## config.mk

```make
export PLATFORM = sky130hd
export DESIGN_NAME = sync_async_serial_interface
export DESIGN_NICKNAME = d
export VERILOG_FILES = /design/src/verilog/sio_pkg.sv /design/src/verilog/sync_async_serial_interface.sv
export SDC_FILE = /design/constraint.sdc
export NUM_CORES = 1
export LEC_CHECK = 0
export BUFFER_PORTS_ARGS = -buffer_cell sky130_fd_sc_hd__buf_4
export CAP_MARGIN = 5
export CORE_UTILIZATION = 30
export CTS_CLUSTER_SIZE = 25
export DETAILED_ROUTE_END_ITERATION = 16
export PLACE_DENSITY = 0.46
export SLEW_MARGIN = 5
export SYNTH_ARGS = -nofsm -noshare
export SYNTH_HDL_FRONTEND = slang
export SYNTH_SLANG_ARGS = --single-unit
```

## constraint.sdc

```tcl
create_clock -name clk -period 3.2 [get_ports clk]
set_input_delay 0.8 -clock clk [delete_from_list [all_inputs] [get_ports clk]]
set_output_delay 0.8 -clock clk [all_outputs]
set_load 0.02 [all_outputs]
```

## src/verilog/sio_pkg.sv

```systemverilog
// Constants, register map and types for the serial interface block
//
// Behaviour
// - Mode bits 11/10/01/00 select async8, async7, slave, master
// - Reset leaves the block in synchronous master mode
// - Master drives internal clock on clock pin
// - Slave shifts on external clock, ignores source select
// - Slave drives ready pin from transfer state
// - Async 7-bit with selectable parity, pins released
// - Async 8-bit with selectable parity, pins released
// - Source bits select timer, osc/93, /372, /186
// - Timer source is timer underflow divided by two
// - Reset selects oscillator divided by 186
// - Internal source divided by sixteen; slave clock undivided
// - Separate transmit and receive shift registers
// - Transmit byte serialised onto serial data output
// - Received character moved into separate readable buffer
// - Transmit enable gates shifting; clock pin needs transmit or receive enable
// - Load data, then trigger write starts shifting
// - Transmit completion raises a complete event
// - Trigger bit reads one while transmitting
// - Pins are ports until pin enable assigns them
// - Async completion with unacknowledged buffer sets overrun
// - Synchronous transfers eight bits, LSB first, half duplex
// - Sync output shifts on falling edge, holds last
package sio_pkg;

    localparam int ADDR_W = 8;

    // Register byte offsets
    localparam logic [ADDR_W-1:0] REG_CTRL = 8'h00;
    localparam logic [ADDR_W-1:0] REG_STAT = 8'h04;
    localparam logic [ADDR_W-1:0] REG_TXD = 8'h08;
    localparam logic [ADDR_W-1:0] REG_RXD = 8'h0C;

    // Control register fields
    localparam int CTL_PIN_EN = 0;
    localparam int CTL_MODE_LO = 1;
    localparam int CTL_MODE_HI = 2;
    localparam int CTL_SRC_LO = 3;
    localparam int CTL_SRC_HI = 4;
    localparam int CTL_PAR_EN = 5;
    localparam int CTL_PAR_ODD = 6;

    // Status register fields
    localparam int ST_TX_EN = 0;
    localparam int ST_TX_TRIG = 1;
    localparam int ST_RX_EN = 2;
    localparam int ST_RX_TRIG = 3;
    localparam int ST_OVERRUN = 4;
    localparam int ST_PAR_ERR = 5;
    localparam int ST_TX_DONE = 6;
    localparam int ST_BUF_FULL = 7;

    typedef enum logic [1:0] {
        MODE_SYNC_MASTER = 2'h0,
        MODE_SYNC_SLAVE = 2'h1,
        MODE_ASYNC7 = 2'h2,
        MODE_ASYNC8 = 2'h3
    } mode_t;

    typedef enum logic [1:0] {
        SRC_DIV186 = 2'h0,
        SRC_DIV372 = 2'h1,
        SRC_DIV93 = 2'h2,
        SRC_TIMER = 2'h3
    } clk_src_t;

    // Oscillator prescaler divisors
    localparam int DIV_W = 9;
    localparam logic [DIV_W-1:0] DIV_93 = 9'h05D;
    localparam logic [DIV_W-1:0] DIV_186 = 9'h0BA;
    localparam logic [DIV_W-1:0] DIV_372 = 9'h174;

    // Sixteen source ticks per bit; mid point used for sampling and clock half period
    localparam logic [3:0] OS_LAST = 4'hF;
    localparam logic [3:0] OS_MID = 4'h7;
    localparam logic [3:0] SYNC_BITS = 4'h8;
    localparam logic [3:0] ASYNC7_BITS = 4'h7;

    typedef enum logic [2:0] {
        RX_IDLE = 3'b001,
        RX_FRAME = 3'b010,
        RX_SYNC = 3'b100
    } rx_state_t;

endpackage

```

## src/verilog/sync_async_serial_interface.sv

```systemverilog
// Serial interface: sync master/slave and async 7/8-bit, APB register access
//
// Chosen here: the APB slave port and the register addresses.
`timescale 1ns/10ps
module sync_async_serial_interface
(
    input wire logic clk,
    input wire logic arst_n,
    input wire logic ce,
    input wire logic psel,
    input wire logic penable,
    input wire logic pwrite,
    input wire logic [sio_pkg::ADDR_W-1:0] paddr,
    input wire logic [31:0] pwdata,
    output logic [31:0] prdata,
    output logic pready,
    output logic pslverr,
    input wire logic timer1_underflow,
    input wire logic serial_data_in,
    output logic serial_data_out,
    output logic serial_data_out_oe,
    input wire logic sclk_n_in,
    output logic sclk_n_out,
    output logic sclk_n_oe,
    output logic slave_ready_n_out,
    output logic slave_ready_oe,
    output logic tx_complete
);
    import sio_pkg::*;

    // Number of bits after the start bit: data, optional parity, stop
    function automatic logic [3:0] frame_len(input logic is8, input logic par);
        frame_len = (is8 ? SYNC_BITS : ASYNC7_BITS) + {3'h0, par} + 4'h1;
    endfunction

    // Parity over the active data bits
    function automatic logic par_calc(input logic [7:0] d, input logic is8, input logic odd);
        par_calc = ^(is8 ? d : {1'b0, d[6:0]}) ^ odd;
    endfunction

    // Configuration and status registers
    logic pin_en_r;
    logic [1:0] mode_r;
    logic [1:0] src_r;
    logic par_en_r;
    logic par_odd_r;
    logic tx_en_r;
    logic rx_en_r;
    logic [7:0] tx_data_r;
    logic tx_busy_r;
    logic tx_done_r;
    logic [10:0] tx_frame_r;
    logic [3:0] tx_left_r;
    logic serial_data_out_r;
    rx_state_t rx_state_r;
    logic [7:0] rx_shift_r;
    logic [7:0] rx_buf_r;
    logic [3:0] rx_idx_r;
    logic [3:0] rx_os_r;
    logic buf_full_r;
    logic overrun_r;
    logic par_err_r;

    // Bus decode
    logic acc;
    logic wr;
    logic hit;
    logic wr_ctrl;
    logic wr_stat;
    logic wr_txd;
    assign acc = psel && penable;
    assign wr = acc && pwrite;
    assign hit = (paddr == REG_CTRL) || (paddr == REG_STAT) || (paddr == REG_TXD) || (paddr == REG_RXD);
    assign wr_ctrl = wr && (paddr == REG_CTRL);
    assign wr_stat = wr && (paddr == REG_STAT);
    assign wr_txd = wr && (paddr == REG_TXD);
    assign pready = 1'b1;
    assign pslverr = acc && !hit;

    // Mode decode
    logic is_sync;
    logic is_master;
    logic is_slave;
    logic is8;
    assign is_sync = !mode_r[1];
    assign is_master = (mode_r == MODE_SYNC_MASTER);
    assign is_slave = (mode_r == MODE_SYNC_SLAVE);
    assign is8 = (mode_r == MODE_ASYNC8);

    // Control, status enable and transmit data writes; reset gives sync master, osc/186
    always_ff @(posedge clk or negedge arst_n)
    begin
        if (!arst_n)
        begin
            pin_en_r <= 1'b0;
            mode_r <= MODE_SYNC_MASTER;
            src_r <= SRC_DIV186;
            par_en_r <= 1'b0;
            par_odd_r <= 1'b0;
            tx_en_r <= 1'b0;
            rx_en_r <= 1'b0;
            tx_data_r <= 8'h00;
        end
        else if (ce)
        begin
            if (wr_ctrl)
            begin
                pin_en_r <= pwdata[CTL_PIN_EN];
                mode_r <= {pwdata[CTL_MODE_HI], pwdata[CTL_MODE_LO]};
                src_r <= {pwdata[CTL_SRC_HI], pwdata[CTL_SRC_LO]};
                par_en_r <= pwdata[CTL_PAR_EN];
                par_odd_r <= pwdata[CTL_PAR_ODD];
            end
            if (wr_stat)
            begin
                tx_en_r <= pwdata[ST_TX_EN];
                rx_en_r <= pwdata[ST_RX_EN];
            end
            if (wr_txd)
                tx_data_r <= pwdata[7:0];
        end
    end

    // Pin synchronisers; first stages feed only the second stages
    logic sin_s1_r;
    logic sin_s2_r;
    logic sin_d_r;
    logic sck_s1_r;
    logic sck_s2_r;
    logic sck_d_r;
    always_ff @(posedge clk or negedge arst_n)
    begin
        if (!arst_n)
        begin
            sin_s1_r <= 1'b1;
            sin_s2_r <= 1'b1;
            sin_d_r <= 1'b1;
            sck_s1_r <= 1'b1;
            sck_s2_r <= 1'b1;
            sck_d_r <= 1'b1;
        end
        else if (ce)
        begin
            sin_s1_r <= serial_data_in;
            sin_s2_r <= sin_s1_r;
            sin_d_r <= sin_s2_r;
            sck_s1_r <= sclk_n_in;
            sck_s2_r <= sck_s1_r;
            sck_d_r <= sck_s2_r;
        end
    end

    // Source clock: oscillator prescaler or timer underflow halved
    logic [DIV_W-1:0] div_cnt_r;
    logic [DIV_W-1:0] div_max;
    logic tmr_half_r;
    logic src_tick;
    always_comb
    begin
        case (src_r)
            SRC_DIV93: div_max = DIV_93 - 9'h001;
            SRC_DIV372: div_max = DIV_372 - 9'h001;
            default: div_max = DIV_186 - 9'h001;
        endcase
    end
    assign src_tick = (src_r == SRC_TIMER) ? (timer1_underflow && tmr_half_r) : (div_cnt_r >= div_max);

    always_ff @(posedge clk or negedge arst_n)
    begin
        if (!arst_n)
        begin
            div_cnt_r <= '0;
            tmr_half_r <= 1'b0;
        end
        else if (ce)
        begin
            div_cnt_r <= (div_cnt_r >= div_max) ? '0 : div_cnt_r + 9'h001;
            if (timer1_underflow)
                tmr_half_r <= !tmr_half_r;
        end
    end

    // Divide by sixteen: bit tick and half-bit tick for the master clock
    logic [3:0] os_cnt_r;
    logic bit_tick;
    logic half_tick;
    assign bit_tick = src_tick && (os_cnt_r == OS_LAST);
    assign half_tick = src_tick && (os_cnt_r[2:0] == OS_MID[2:0]);
    always_ff @(posedge clk or negedge arst_n)
    begin
        if (!arst_n)
            os_cnt_r <= 4'h0;
        else if (ce && src_tick)
            os_cnt_r <= os_cnt_r + 4'h1;
    end

    // Synchronous clock: generated in master, taken from pin in slave
    logic sync_busy;
    logic sclk_r;
    logic s_fall;
    logic s_rise;
    logic [3:0] sync_cnt_r;
    logic sync_last;
    assign sync_busy = is_sync && (tx_busy_r || rx_state_r == RX_SYNC);
    // Slave edges need no divider: the master's clock is used as is
    assign s_fall = sync_busy && (is_master ? (half_tick && sclk_r) : (sck_d_r && !sck_s2_r));
    assign s_rise = sync_busy && (is_master ? (half_tick && !sclk_r) : (!sck_d_r && sck_s2_r));
    assign sync_last = s_rise && (sync_cnt_r == SYNC_BITS - 4'h1);

    always_ff @(posedge clk or negedge arst_n)
    begin
        if (!arst_n)
        begin
            sclk_r <= 1'b1;
            sync_cnt_r <= 4'h0;
        end
        else if (ce)
        begin
            if (!sync_busy || !is_master)
                sclk_r <= 1'b1;
            else if (half_tick)
                sclk_r <= !sclk_r;
            if (!sync_busy)
                sync_cnt_r <= 4'h0;
            else if (s_rise)
                sync_cnt_r <= sync_cnt_r + 4'h1;
        end
    end

    // Transmit start: one transfer at a time on the shared sync clock
    logic tx_start;
    logic tx_async_done;
    logic tx_end;
    assign tx_start = wr_stat && pwdata[ST_TX_TRIG] && tx_en_r && !tx_busy_r
        && (!is_sync || rx_state_r != RX_SYNC);
    assign tx_async_done = !is_sync && bit_tick && (tx_left_r == 4'h0);
    assign tx_end = tx_busy_r && (is_sync ? sync_last : tx_async_done);
    assign tx_complete = tx_end;

    // Transmit shifter, separate from the receive shifter
    always_ff @(posedge clk or negedge arst_n)
    begin
        if (!arst_n)
        begin
            tx_busy_r <= 1'b0;
            tx_frame_r <= '1;
            tx_left_r <= 4'h0;
            serial_data_out_r <= 1'b1;
        end
        else if (ce)
        begin
            if (tx_start)
            begin
                tx_busy_r <= 1'b1;
                if (is_sync)
                    tx_frame_r <= {3'h7, tx_data_r};
                else if (is8)
                    tx_frame_r <= {1'b1, par_en_r ? par_calc(tx_data_r, 1'b1, par_odd_r) : 1'b1,
                        tx_data_r, 1'b0};
                else
                    tx_frame_r <= {2'h3, par_en_r ? par_calc(tx_data_r, 1'b0, par_odd_r) : 1'b1,
                        tx_data_r[6:0], 1'b0};
                tx_left_r <= frame_len(is8, par_en_r) + 4'h1;
            end
            else if (tx_end || !tx_en_r)
                tx_busy_r <= 1'b0;
            else if (tx_busy_r && (is_sync ? s_fall : (bit_tick && tx_left_r != 4'h0)))
            begin
                // Sync mode holds the last bit on the pin until the next transfer
                serial_data_out_r <= tx_frame_r[0];
                tx_frame_r <= {1'b1, tx_frame_r[10:1]};
                tx_left_r <= tx_left_r - 4'h1;
            end
        end
    end

    // Transmit-complete flag: write one clears, a new completion wins
    always_ff @(posedge clk or negedge arst_n)
    begin
        if (!arst_n)
            tx_done_r <= 1'b0;
        else if (ce)
        begin
            if (tx_end)
                tx_done_r <= 1'b1;
            else if (wr_stat && pwdata[ST_TX_DONE])
                tx_done_r <= 1'b0;
        end
    end

    // Receive control
    logic rx_trig_wr;
    logic rx_sync_start;
    logic rx_async_start;
    logic rx_mid;
    logic [3:0] rx_len;
    logic rx_par_slot;
    logic rx_stop_slot;
    logic rx_done;
    logic [7:0] rx_data;
    assign rx_trig_wr = wr_stat && pwdata[ST_RX_TRIG];
    assign rx_sync_start = is_sync && rx_trig_wr && rx_en_r && rx_state_r == RX_IDLE && !tx_busy_r;
    assign rx_async_start = !is_sync && rx_en_r && rx_state_r == RX_IDLE && sin_d_r && !sin_s2_r;
    assign rx_mid = src_tick && (rx_os_r == OS_MID);
    assign rx_len = frame_len(is8, par_en_r);
    assign rx_par_slot = par_en_r && (rx_idx_r == rx_len - 4'h1);
    assign rx_stop_slot = (rx_idx_r == rx_len);
    assign rx_done = (rx_state_r == RX_SYNC) ? sync_last : (rx_state_r == RX_FRAME && rx_mid && rx_stop_slot);
    // Seven-bit data arrives in the upper bits of the right-shifting register
    assign rx_data = (rx_state_r == RX_SYNC) ? {sin_s2_r, rx_shift_r[7:1]}
        : (is8 ? rx_shift_r : {1'b0, rx_shift_r[7:1]});

    // Receive shifter and state
    always_ff @(posedge clk or negedge arst_n)
    begin
        if (!arst_n)
        begin
            rx_state_r <= RX_IDLE;
            rx_shift_r <= 8'h00;
            rx_idx_r <= 4'h0;
            rx_os_r <= 4'h0;
        end
        else if (ce)
        begin
            case (rx_state_r)
                RX_IDLE:
                begin
                    rx_idx_r <= 4'h0;
                    rx_os_r <= 4'h0;
                    if (rx_sync_start)
                        rx_state_r <= RX_SYNC;
                    else if (rx_async_start)
                        rx_state_r <= RX_FRAME;
                end
                RX_SYNC:
                begin
                    if (!rx_en_r || sync_last)
                        rx_state_r <= RX_IDLE;
                    else if (s_rise)
                        rx_shift_r <= {sin_s2_r, rx_shift_r[7:1]};
                end
                RX_FRAME:
                begin
                    if (src_tick)
                        rx_os_r <= rx_os_r + 4'h1;
                    if (!rx_en_r || is_sync)
                        rx_state_r <= RX_IDLE;
                    else if (rx_mid)
                    begin
                        rx_idx_r <= rx_idx_r + 4'h1;
                        // A start bit gone high by its centre was a glitch
                        if ((rx_idx_r == 4'h0 && sin_s2_r) || rx_stop_slot)
                            rx_state_r <= RX_IDLE;
                        else if (rx_idx_r != 4'h0 && !rx_par_slot)
                            rx_shift_r <= {sin_s2_r, rx_shift_r[7:1]};
                    end
                end
                default: rx_state_r <= RX_IDLE;
            endcase
        end
    end

    // Receive buffer and error flags; new events win over software clears
    always_ff @(posedge clk or negedge arst_n)
    begin
        if (!arst_n)
        begin
            rx_buf_r <= 8'h00;
            buf_full_r <= 1'b0;
            overrun_r <= 1'b0;
            par_err_r <= 1'b0;
        end
        else if (ce)
        begin
            if (rx_done)
            begin
                rx_buf_r <= rx_data;
                buf_full_r <= 1'b1;
            end
            else if (rx_trig_wr)
                buf_full_r <= 1'b0;
            if (rx_done && buf_full_r && !is_sync)
                overrun_r <= 1'b1;
            else if (wr_stat && pwdata[ST_OVERRUN])
                overrun_r <= 1'b0;
            if (rx_state_r == RX_FRAME && rx_mid && rx_par_slot && (sin_s2_r != par_calc(rx_data, is8, par_odd_r)))
                par_err_r <= 1'b1;
            else if (wr_stat && pwdata[ST_PAR_ERR])
                par_err_r <= 1'b0;
        end
    end

    // Pin assignment: released to the port logic unless the interface claims them
    assign serial_data_out = serial_data_out_r;
    assign serial_data_out_oe = pin_en_r;
    assign sclk_n_out = sclk_r;
    assign sclk_n_oe = pin_en_r && is_master && (tx_en_r || rx_en_r);
    // Ready low from the start of a slave transfer until its eighth rising clock
    assign slave_ready_n_out = !(is_slave && sync_busy);
    assign slave_ready_oe = pin_en_r && is_slave;

    // Read data; unmapped addresses read zero with an error
    always_comb
    begin
        prdata = 32'h0000_0000;
        case (paddr)
            REG_CTRL:
            begin
                prdata[CTL_PIN_EN] = pin_en_r;
                prdata[CTL_MODE_HI] = mode_r[1];
                prdata[CTL_MODE_LO] = mode_r[0];
                prdata[CTL_SRC_HI] = src_r[1];
                prdata[CTL_SRC_LO] = src_r[0];
                prdata[CTL_PAR_EN] = par_en_r;
                prdata[CTL_PAR_ODD] = par_odd_r;
            end
            REG_STAT:
            begin
                prdata[ST_TX_EN] = tx_en_r;
                prdata[ST_TX_TRIG] = tx_busy_r;
                prdata[ST_RX_EN] = rx_en_r;
                prdata[ST_RX_TRIG] = (rx_state_r != RX_IDLE);
                prdata[ST_OVERRUN] = overrun_r;
                prdata[ST_PAR_ERR] = par_err_r;
                prdata[ST_TX_DONE] = tx_done_r;
                prdata[ST_BUF_FULL] = buf_full_r;
            end
            REG_TXD: prdata[7:0] = tx_data_r;
            REG_RXD: prdata[7:0] = rx_buf_r;
            default: prdata = 32'h0000_0000;
        endcase
    end

endmodule

```

==> results of run 1 <==
==> cells in the final DEF, fill, tap and decap left out, types with 3 or more instances in the layout <==
| cell | instances |
|---|---|
| a21o_1 | 4 |
| a21oi_1 | 14 |
| a22o_1 | 3 |
| a31oi_1 | 5 |
| and3_1 | 8 |
| buf_4 | 84 |
| buf_6 | 3 |
| clkbuf_16 | 9 |
| conb_1 | 25 |
| dfrtp_1 | 69 |
| dfstp_2 | 19 |
| ha_1 | 16 |
| ha_4 | 7 |
| inv_1 | 14 |
| inv_2 | 3 |
| inv_6 | 4 |
| mux2_2 | 52 |
| mux2_4 | 6 |
| mux2i_1 | 11 |
| mux4_2 | 7 |
| nand2_1 | 54 |
| nand2b_1 | 7 |
| nand3_1 | 22 |
| nand4_1 | 4 |
| nand4b_1 | 3 |
| nor2_1 | 27 |
| nor2b_1 | 10 |
| nor3_1 | 8 |
| nor3b_1 | 3 |
| o21a_1 | 3 |
| o21ai_0 | 28 |
| o21ai_1 | 3 |
| o31ai_1 | 4 |
| xnor2_1 | 24 |
| xor2_1 | 4 |
==> cell type report <==
cell class / count / area [sq um]
clock buffer: 10 / 239.0
tap: 234 / 292.8
multi-input combinational: 430 / 3400
sequential: 89 / 2252
fill: 1856 / 11710
timing repair buffer: 87 / 664.4
clock inverter: 6 / 70.07
inverter: 20 / 80.08
==> timing repair <==
item / 4_1_cts / 5_1_grt
setup endpoints to repair: 1 / 24
gates resized for setup: 31 / 8
setup buffers: 11 / 0
pin swaps: 11 / 4
==> flip-flops by register name (all words and copies together), names as in the netlist, 2 cells and up <==
name        flops
div_cnt_r       9
mode_r          2
os_cnt_r        4
rx_buf_r        8
rx_idx_r        4
rx_os_r         4
rx_shift_r      8
rx_state_r      3
src_r           2
sync_cnt_r      4
tx_data_r       8
tx_frame_r     10
tx_left_r       4
==> stage by stage <==
step	power, mW	hold slack, ps	setup WS, ps	util (%)	cells
3_5_place_dp	1.892	464.6	60.71	34.34	849
2_1_floorplan	1.706	443.4	90.97	-	581
5_1_grt	3.182	522.8	-249.9	37.41	876
6_report	3.025	473.8	-148.8	37.41	876
4_1_cts	3.060	477.6	-158.2	37.27	876
3_3_place_gp	1.871	461.7	50.06	34.34	849
==> final timing paths <==
path                                              to  slack, ps  depth (start not counted)
min in group asynchronous     rx_os_r[1]$_DFFE_PN0P_        640                          1
setup / recovery                         tx_complete       -150                         10
setup reg to reg           rx_shift_r[4]$_DFFE_PN0P_       -100                         16
max in group asynchronous  tx_frame_r[0]$_DFFE_PN1P_       1710                          2
hold reg to reg               tmr_half_r$_DFFE_PN0P_        470                          1
hold / removal                tmr_half_r$_DFFE_PN0P_        470                          1
==> kinds of logic after synthesis <==
kind of cell	after synthesis	synth area share, %
compound gates	102	12.34
xor+xnor	28	4.274
fa+ha+maj	24	5.233
buf+inv	62	6.062
flops	89	39.23
mux	76	16.44
other cells	2	0.1309
simple gates	175	16.29
==> where the power goes <==
part / switching (mW) / internal (mW) / leakage [nW]
registers: 0.111 / 1.24 / 1.13
clock network: 0.479 / 0.637 / 0.154
logic: 0.315 / 0.247 / 1.71
==> layer usage <==
layer / part of all wire, % / routed length (um) / vias up / GRT usage [%]
met5: 0 / 0 / - / 0
met4: 1.7 / 259 / 0 / 5.205
met3: 3.1 / 471 / 17 / 2.974
met2: 49 / 7407 / 79 / 27.32
met1: 46 / 7009 / 2206 / 21.22
li1: - / - / 2124 / -
==> flow_summary.json, run 1 <==
{
  "period_needed_ps": 3349,
  "grt_max_degree": 79,
  "clock-root-buffer": "clkbuf_16",
  "ys_ff_latch": 89,
  "max_stage_delay_ps": 440,
  "worst-path-buf-inv": 2,
  "ys_warn_count": 0,
  "fin_tns_setup_ps": -1587,
  "criticalPathCategory": "flop to output pin",
  "grt_setup_unrepaired": "true",
  "path_delay_family": "simple AND/OR/NAND/NOR gates",
  "min_from": "tmr_half_r$_DFFE_PN0P_",
  "synth_cells": 558,
  "drc": 0,
  "ys_seq_area_share_pct": 39.23,
  "setup_viol": 17,
  "fin_skew_ps": 12.95,
  "cp.required_ps": 2400,
  "place_area_sq_um": 6424,
  "grt_pass1_wl_um": 24720,
  "setup.worst_path.start": "src_r[1]$_DFFE_PN0P_",
  "peakVddDrop_mv": 0.2400,
  "cp.arrival_ps": 2550,
  "clock_latency_ps": 350,
  "clk_pin_slew_ps": 60,
  "area_growth_pct": 21.96,
  "die_y_um": 140.3,
  "detail_route.first_pass.iterations": 4,
  "fin_area_sq_um": 6998,
  "crit_path_start_kind": "flop",
  "fin_ws_ps": -148.8,
  "cts_sinks": 89,
  "place_congestion": 0.8433,
  "hold_viol": 0,
  "setup.worst_path.end_class": "output pin",
  "core_area_sq_um": 18710,
  "tritoncts": "done",
  "r2r_start": "src_r[1]$_DFFE_PN0P_",
  "p_leak_nw": 2.991,
  "routedWlPerCell_um": 17.29,
  "routed_via_density": 5.053,
  "syn_area_sq_um": 5738,
  "synth_edf_count": 0,
  "nets": 710,
  "fin_crit_sh_pct": 104.6,
  "grt_overflow": 0,
  "start_util_pct": 30.68,
  "worstHoldPathType": "flop to flop",
  "ys_async_sr_fraction_pct": 100.0,
  "num_rows": 50,
  "violations": "setup timing",
  "drt_iter0_drc": 191,
  "netlist_top_cells_area": "dfrtp_1 (31%), mux2_2 (10%), dfstp_2 (8.7%)",
  "worst_slew_pin_slew_ps": 1049,
  "numCtsBuffers": 9,
  "status": "finished, violations left",
  "slowest_stage": "dfrtp_2",
  "htreeDepth": 3,
  "ant_nets": 0,
  "antenna_cells": 0,
  "ys_types": 80,
  "cp_max_fo": 3,
  "cap_violations": 0,
  "drive_above_1_share_pct": 35.98,
  "max_slew_margin_pct": 30.08,
  "powerDensity_nw_per_um2": 432.3,
  "track_usage_pct": 16.30,
  "netlist_top_cells_count": "dfrtp_1 (70), nand2_1 (55), mux2_2 (52)",
  "dr_total_vias": 4426,
  "clock_path_buffers": 2,
  "synthDominantAreaCellType": "dfrtp_1",
  "numPortBuffers": 40,
  "crit_top_cell": "ha_4",
  "antenna_found_initial": 0,
  "synthDominantCellAreaShare_pct": 30.53,
  "synth_most_common_cell": "dfrtp_1",
  "fmax_ghz": 0.2986,
  "fp.dieW_um": 140.3,
  "io_pins": 90,
  "wl_um": 15150,
  "maxSlewViolCount": 0,
  "dieArea_sq_um": 19680,
  "syn_area_per_cell_sq_um": 10.28,
  "synth_ff_type": "dfrtp_1",
  "hpwlAfterDp_um": 11120,
  "postCtsHoldBufs": 0,
  "grt_pass1_vias": 4626,
  "crit_chain": "ha_4 -> inv_4 -> ha_4 -> nand2_4 -> a211oi_4 -> nand3_2 -> and3_4 -> or2_4 -> a21oi_4 -> buf_6"
}
Power figures use the tool's default switching activity.
==> run 2, diff against run 1 <==
--- a/config.mk
+++ b/config.mk
@@ -5,6 +5,7 @@
 export SDC_FILE = /design/constraint.sdc
 export NUM_CORES = 1
 export LEC_CHECK = 0
+export ABC_AREA = 1
 export BUFFER_PORTS_ARGS = -buffer_cell sky130_fd_sc_hd__buf_4
 export CAP_MARGIN = 5
 export CORE_UTILIZATION = 30
==> run 2 against run 1 <==
  * The run still ends with setup timing left
  * Critical endpoint unchanged
  * Clock-buffer cell count stayed put
  * Die area decreased by 0.71%
  * Power rose by 3.4%
  * Fmax up 3.6%
  * Synthesized area down 0.72%
  * Utilization decreased by 1.7 points
  * Cell area shrank 4.9%
  * Largest cell class unchanged
  * Via count increased by 6.5%
  * Register-to-register slack better by 380 ps
  * Clock power shrank 8%
  * Clock skew decreased by 0.50 ps
==> flow_summary.json, run 2 <==
{
  "status": "finished, violations left",
  "violations": "setup timing",
  "detailedPlace.worstSlack_ps": 101.0,
  "whs_ps": 463.6,
  "antenna_found_initial": 0,
  "use_met1_pct": 20.35,
  "drt_iter0_drc": 281,
  "fmax_ghz": 0.3093,
  "place_congestion": 0.8626,
  "clock_latency_ps": 350,
  "io_pins": 90,
  "p_leak_nw": 3.199,
  "grt_pass1_wl_um": 24170,
  "setup.worst_path.end_class": "output pin",
  "ys_types": 51,
  "peakVddDrop_mv": 0.3145,
  "grt.busiest_layer": "met2",
  "hpwlAfterDp_um": 10680,
  "drc": 0,
  "grt_setup_unrepaired": "true",
  "cap_violations": 0,
  "synthDominantAreaCellType": "dfrtp_1",
  "reg2regPathDepth": 16,
  "wl_um": 14440,
  "place_area_sq_um": 6198,
  "cts_sinks": 89,
  "fin_crit_sh_pct": 101.0,
  "tritoncts": "done",
  "setup_viol": 1,
  "numPortBuffers": 40,
  "ys_seq_area_share_pct": 39.51,
  "grtUsageMet2_pct": 26.53,
  "dieArea_sq_um": 19540,
  "fin_util_pct": 35.69,
  "ys_ff_latch": 89,
  "clk_pin_slew_ps": 70,
  "detail_route.first_pass.iterations": 4,
  "start_util_pct": 30.56,
  "grt_max_degree": 90,
  "crit_path_start_kind": "flop",
  "clock-root-buffer": "clkbuf_16",
  "antenna_cells": 0,
  "ys_async_sr_fraction_pct": 100.0,
  "reg.largest.list": "tx_frame_r x10, div_cnt_r x9",
  "syn_area_per_cell_sq_um": 7.945,
  "postCtsHoldBufs": 0,
  "cp_max_fo": 3,
  "ys_warn_count": 0,
  "fin_skew_ps": 12.45,
  "worstHoldPathType": "flop to flop",
  "final_common_cell": "nand2_1",
  "track_usage_pct": 15.66,
  "hold_viol": 0,
  "fin_ws_ps": -33.08,
  "netlist_top_cells_count": "nand2_1 (189), dfrtp_1 (70), inv_1 (69)",
  "area_growth_pct": 16.80,
  "num_rows": 50,
  "cp.required_ps": 2400,
  "r2r_slack_ps": 280,
  "htreeDepth": 3,
  "r2r_start": "src_r[0]$_DFFE_PN0P_",
  "synth_cells": 717,
  "nets": 843,
  "grt_pass1_vias": 4649,
  "holdPathEnd": "sin_s1_r$_DFFE_PN1P_",
  "powerDensity_nw_per_um2": 470.3,
  "fp.dieW_um": 139.8,
  "p_total_mw": 3.130,
  "syn_area_sq_um": 5697,
  "core_area_sq_um": 18640,
  "synth_ff_type": "dfrtp_1",
  "routed_via_density": 4.671,
  "clock_path_buffers": 2,
  "worst_r2r_endpoint": "rx_shift_r[2]$_DFFE_PN0P_",
  "final_cell_mix": "nand2_1 (187), dfrtp_1 (70), inv_1 (64)",
  "synth_edf_count": 0,
  "min_from": "sin_s1_r$_DFFE_PN1P_",
  "dr_total_vias": 4713,
  "largest-register": "tx_frame_r",
  "ant_nets": 0,
  "die_y_um": 139.8,
  "synth_most_common_cell": "nand2_1",
  "synthDominantCellAreaShare_pct": 30.75,
  "maxSlewViolCount": 0,
  "drive_above_1_share_pct": 22.58,
  "hold-path-cell-count": 2,
  "numCtsBuffers": 9,
  "grt_overflow": 0,
  "largest_reg_flops": 10,
  "cp.arrival_ps": 2430,
  "period_needed_ps": 3233,
  "criticalPathCategory": "flop to output pin",
  "routedWlPerCell_um": 14.31,
  "fin_area_sq_um": 6654,
  "netlist_top_cells_area": "dfrtp_1 (31%), nand2_1 (12%), dfstp_2 (8.8%)",
  "grt_use_met3_pct": 2.134
}
## run 2: changes by cell type in the layout (fill, tap and decap cells not counted), moves of 13 or more
cell     change
inv_1       +50
nand3_1     +34
buf_4       -25
mux2_2      -52
nand2_1    +133
nand2_2     +13
o21ai_0     +26
## run 2: cell families after synthesis
logic type      count (synthesis)  synth area share, %
compound gates                114                12.32
fa+ha+maj                      24                5.271
simple gates                  340                27.98
buf+inv                       120                10.48
flops                          89                39.51
other cells                     2               0.1318
xor+xnor                       28                4.305
## run 2: critical path, stage by stage, from the launching register on
cell,delay [ps]
dfrtp_1,390
inv_2,80
ha_4,210
ha_4,270
nand2_1,90
nor3_2,160
nand2_1,110
nand4_4,150
nand4_4,130
nand2_4,90
nand4_4,80
nand2_2,80
nand2_2,60
inv_2,70
buf_6,110
## run 2: worst max-delay path by stage
stage                          from     endpoint  slack (ps)
4_1_cts        src_r[1]$_DFFE_PN0P_  tx_complete         -20
3_5_place_dp   src_r[0]$_DFFE_PN0P_  tx_complete         100
6_report       src_r[0]$_DFFE_PN0P_  tx_complete         -30
3_3_place_gp   src_r[0]$_DFFE_PN0P_  tx_complete         110
5_1_grt        src_r[0]$_DFFE_PN0P_  tx_complete        -140
2_1_floorplan  src_r[0]$_DFFE_PN0P_  tx_complete         350
## run 2: through the flow
stage                     std cells  setup TNS (ps)
after global routing           1009          -144.7
after global placement          987               0
after CTS                      1008          -24.96
final                          1009          -33.08
after floorplan                 740               0
after detailed placement        987               0
## run 2: cell type report
cell class | count | area [sq um]
Timing Repair Buffer | 61 | 474.2
Fill cell | 1924 | 11990
Clock buffer | 10 | 239.0
Sequential cell | 89 | 2251
Multi-Input combinational cell | 531 | 3063
Tap cell | 234 | 292.8
Clock inverter | 6 | 40.04
Inverter | 78 | 294.0
## run 2: where the power goes
| group | total [mW] | internal (mW) | leakage [nW] | switching [mW] |
|---|---|---|---|---|
| registers | 1.37 | 1.25 | 1.12 | 0.112 |
| clock network | 1.03 | 0.550 | 0.139 | 0.481 |
| logic | 0.733 | 0.273 | 1.94 | 0.460 |
| total | 3.13 | 2.08 | 3.20 | 1.05 |
## run 2: metal layers
metal,vias to the layer above,share of wire (%)
met5,-,0
met4,0,1.7
met3,19,2.4
met2,59,49
met1,2237,47
li1,2398,-
## run 2: timing repair
action | CTS | global route
setup endpoints to repair | 1 | 1
gates cloned | 0 | 0
buffers inserted | 5 | 1
gates resized for setup | 20 | 5
pin swaps | 9 | 5
==> run 3, diff against run 2 <==
--- a/config.mk
+++ b/config.mk
@@ -6,12 +6,12 @@
 export NUM_CORES = 1
 export LEC_CHECK = 0
 export ABC_AREA = 1
-export BUFFER_PORTS_ARGS = -buffer_cell sky130_fd_sc_hd__buf_4
 export CAP_MARGIN = 5
 export CORE_UTILIZATION = 30
-export CTS_CLUSTER_SIZE = 25
+export CTS_CLUSTER_SIZE = 12
 export DETAILED_ROUTE_END_ITERATION = 16
-export PLACE_DENSITY = 0.46
+export DONT_BUFFER_PORTS = 1
+export PLACE_DENSITY = 0.42
 export SLEW_MARGIN = 5
 export SYNTH_ARGS = -nofsm -noshare
 export SYNTH_HDL_FRONTEND = slang
==> run 3 against run 2 <==
  * The flow still finishes with violations (setup timing)
  * Final cell count is 4.1% lower
  * Worst setup slack better by 16 ps
  * Sequential cell count is the same
  * First-iteration DRC count shrank 34%
  * Combinational power fell by 5.0%
  * Clock-buffer cell count is the same
  * Non-clock buffer count shrank 41
  * Die area unchanged
  * Sequential share of layout area is 1.4 points higher
  * Critical path depth unchanged
  * Cell area down 4.0%
  * Routed wire length grew 1.4%
  * Largest cell class unchanged
==> flow_summary.json, run 3 (synthesis gave the netlist of run 2 again) <==
{
  "status": "finished, violations left",
  "violations": "setup timing",
  "p_total_mw": 3.196,
  "drt_iter0_drc": 186,
  "fin_crit_sh_pct": 100.5,
  "area_growth_pct": 12.12,
  "antenna_cells": 0,
  "peakVddDrop_mv": 0.3326,
  "crit_chain": "ha_4 -> inv_2 -> ha_4 -> nand2_4 -> nor3_4 -> nand2_2 -> nand4_4 -> buf_6 -> nand2_4 -> inv_4 -> nand3_1 -> nand2_2 -> nand2_4 -> inv_4",
  "track_usage_pct": 15.74,
  "reg2regPathDepth": 17,
  "cp_max_fo": 3,
  "criticalPathCategory": "flop to output pin",
  "period_needed_ps": 3217,
  "routed_via_density": 4.730,
  "io_pins": 90,
  "largest-register": "tx_frame_r",
  "clock_latency_ps": 350,
  "cp.arrival_ps": 2420,
  "worst-path-buf-inv": 4,
  "routedWlPerCell_um": 15.13,
  "final_cell_mix": "nand2_1 (186), dfrtp_1 (70), inv_1 (65)",
  "cap_violations": 0,
  "fin_tns_setup_ps": -17.17,
  "start_util_pct": 30.56,
  "hold_viol": 0,
  "maxSlewViolCount": 0,
  "tritoncts": "done",
  "numCtsBuffers": 9,
  "dr_total_vias": 4579,
  "slowest_stage": "dfrtp_1",
  "cp_num_cells": 14,
  "max_slew_margin_pct": 52.77,
  "antenna_found_initial": 0,
  "drc": 0,
  "grt_pass1_wl_um": 23900,
  "clock_path_buffers": 2,
  "core_area_sq_um": 18640,
  "grt_setup_unrepaired": "true",
  "grt_pass1_vias": 4356,
  "ant_nets": 0,
  "reg.largest.list": "tx_frame_r x10, div_cnt_r x9",
  "setup_viol": 1,
  "nets": 802,
  "fin_ws_ps": -17.17,
  "clock-root-buffer": "clkbuf_16",
  "worst_slew_pin_slew_ps": 703.1,
  "htreeDepth": 3,
  "path_delay_family": "simple AND/OR/NAND/NOR gates",
  "wl_um": 14650,
  "detail_route.first_pass.iterations": 4,
  "powerDensity_nw_per_um2": 500.4,
  "p_leak_nw": 3.025,
  "final_common_cell": "nand2_1",
  "cp.required_ps": 2400,
  "num_rows": 50,
  "setup.worst_path.end_class": "output pin",
  "detailedPlace.worstSlack_ps": 142.6,
  "die_y_um": 139.8,
  "clk_pin_slew_ps": 60,
  "largest_reg_flops": 10,
  "postCtsHoldBufs": 0,
  "max_stage_delay_ps": 430,
  "grt_max_degree": 90,
  "crit_top_cell": "nand2_4",
  "hpwlAfterDp_um": 10730,
  "grt_overflow": 0,
  "numPortBuffers": 0,
  "crit_path_start_kind": "flop",
  "worstHoldPathType": "input pin to asynchronous set/reset pin",
  "place_congestion": 0.8490,
  "fmax_ghz": 0.3108,
  "drive_above_1_share_pct": 17.98,
  "dieArea_sq_um": 19540,
  "fp.dieW_um": 139.8,
  "cts_sinks": 89,
  "fin_skew_ps": 8.857
}
[run 3: changes by cell type in the layout (fill, tap and decap cells not counted), sizes merged]
cell | previous run | this run
bufinv | 0 | 1
buf | 61 | 20
clkinvlp | 1 | 2
clkinv | 5 | 4
inv | 78 | 77
[run 3: cell type report]
type,instances,area [sq um]
multi-input cells,531,3077
well taps,234,292.8
clock buffers,10,250.2
flip-flops and latches,89,2251
clock inverters,6,63.81
repair buffers,20,153.9
fillers,2003,12260
inverters,78,299.0
[run 3: repair_timing]
item	in CTS	in global routing
setup buffers	6	0
endpoints found under the setup margin	1	1
pin swaps	9	3
gates resized for setup	23	5
[run 3: path summary, 6_finish.rpt]
path,startpoint,slack [ps],end
max in group asynchronous,arst_n,2810,serial_data_out$_DFFE_PN1P_
max reg2reg,src_r[1]$_DFFE_PN0P_,340,tx_frame_r[8]$_DFFE_PN1P_
min reg2reg,sck_s1_r$_DFFE_PN1P_,470,sck_s1_r$_DFFE_PN1P_
min,arst_n,150,div_cnt_r[2]$_DFFE_PN0P_
min in group clk,sck_s1_r$_DFFE_PN1P_,470,sck_s1_r$_DFFE_PN1P_
max,src_r[1]$_DFFE_PN0P_,-20,tx_complete
[run 3: metrics by stage]
| step | area [sq um] | utilization [%] | hold WS (ps) | instances |
|---|---|---|---|---|
| after floorplan | 5783 | - | 433.7 | 740 |
| after global placement | 5878 | 31.53 | 447.8 | 946 |
| after detailed placement | 5878 | 31.53 | 457.4 | 946 |
| after CTS | 6371 | 34.17 | 128.1 | 968 |
| after global routing | 6387 | 34.26 | 124.7 | 968 |
| final | 6387 | 34.26 | 148.4 | 968 |
[run 3: routing by layer]
metal,GRT usage (%),routed length (um),up-vias
met4,5.205,238,0
met5,0,0,-
met3,3.269,477,15
li1,-,-,2309
met2,25.63,7033,71
met1,20.71,6897,2184
[run 3: report_power, final]
group	switching, mW	total (mW)	internal (mW)
combinational	0.437	0.696	0.259
clock	0.477	1.13	0.653
sequential	0.116	1.37	1.25
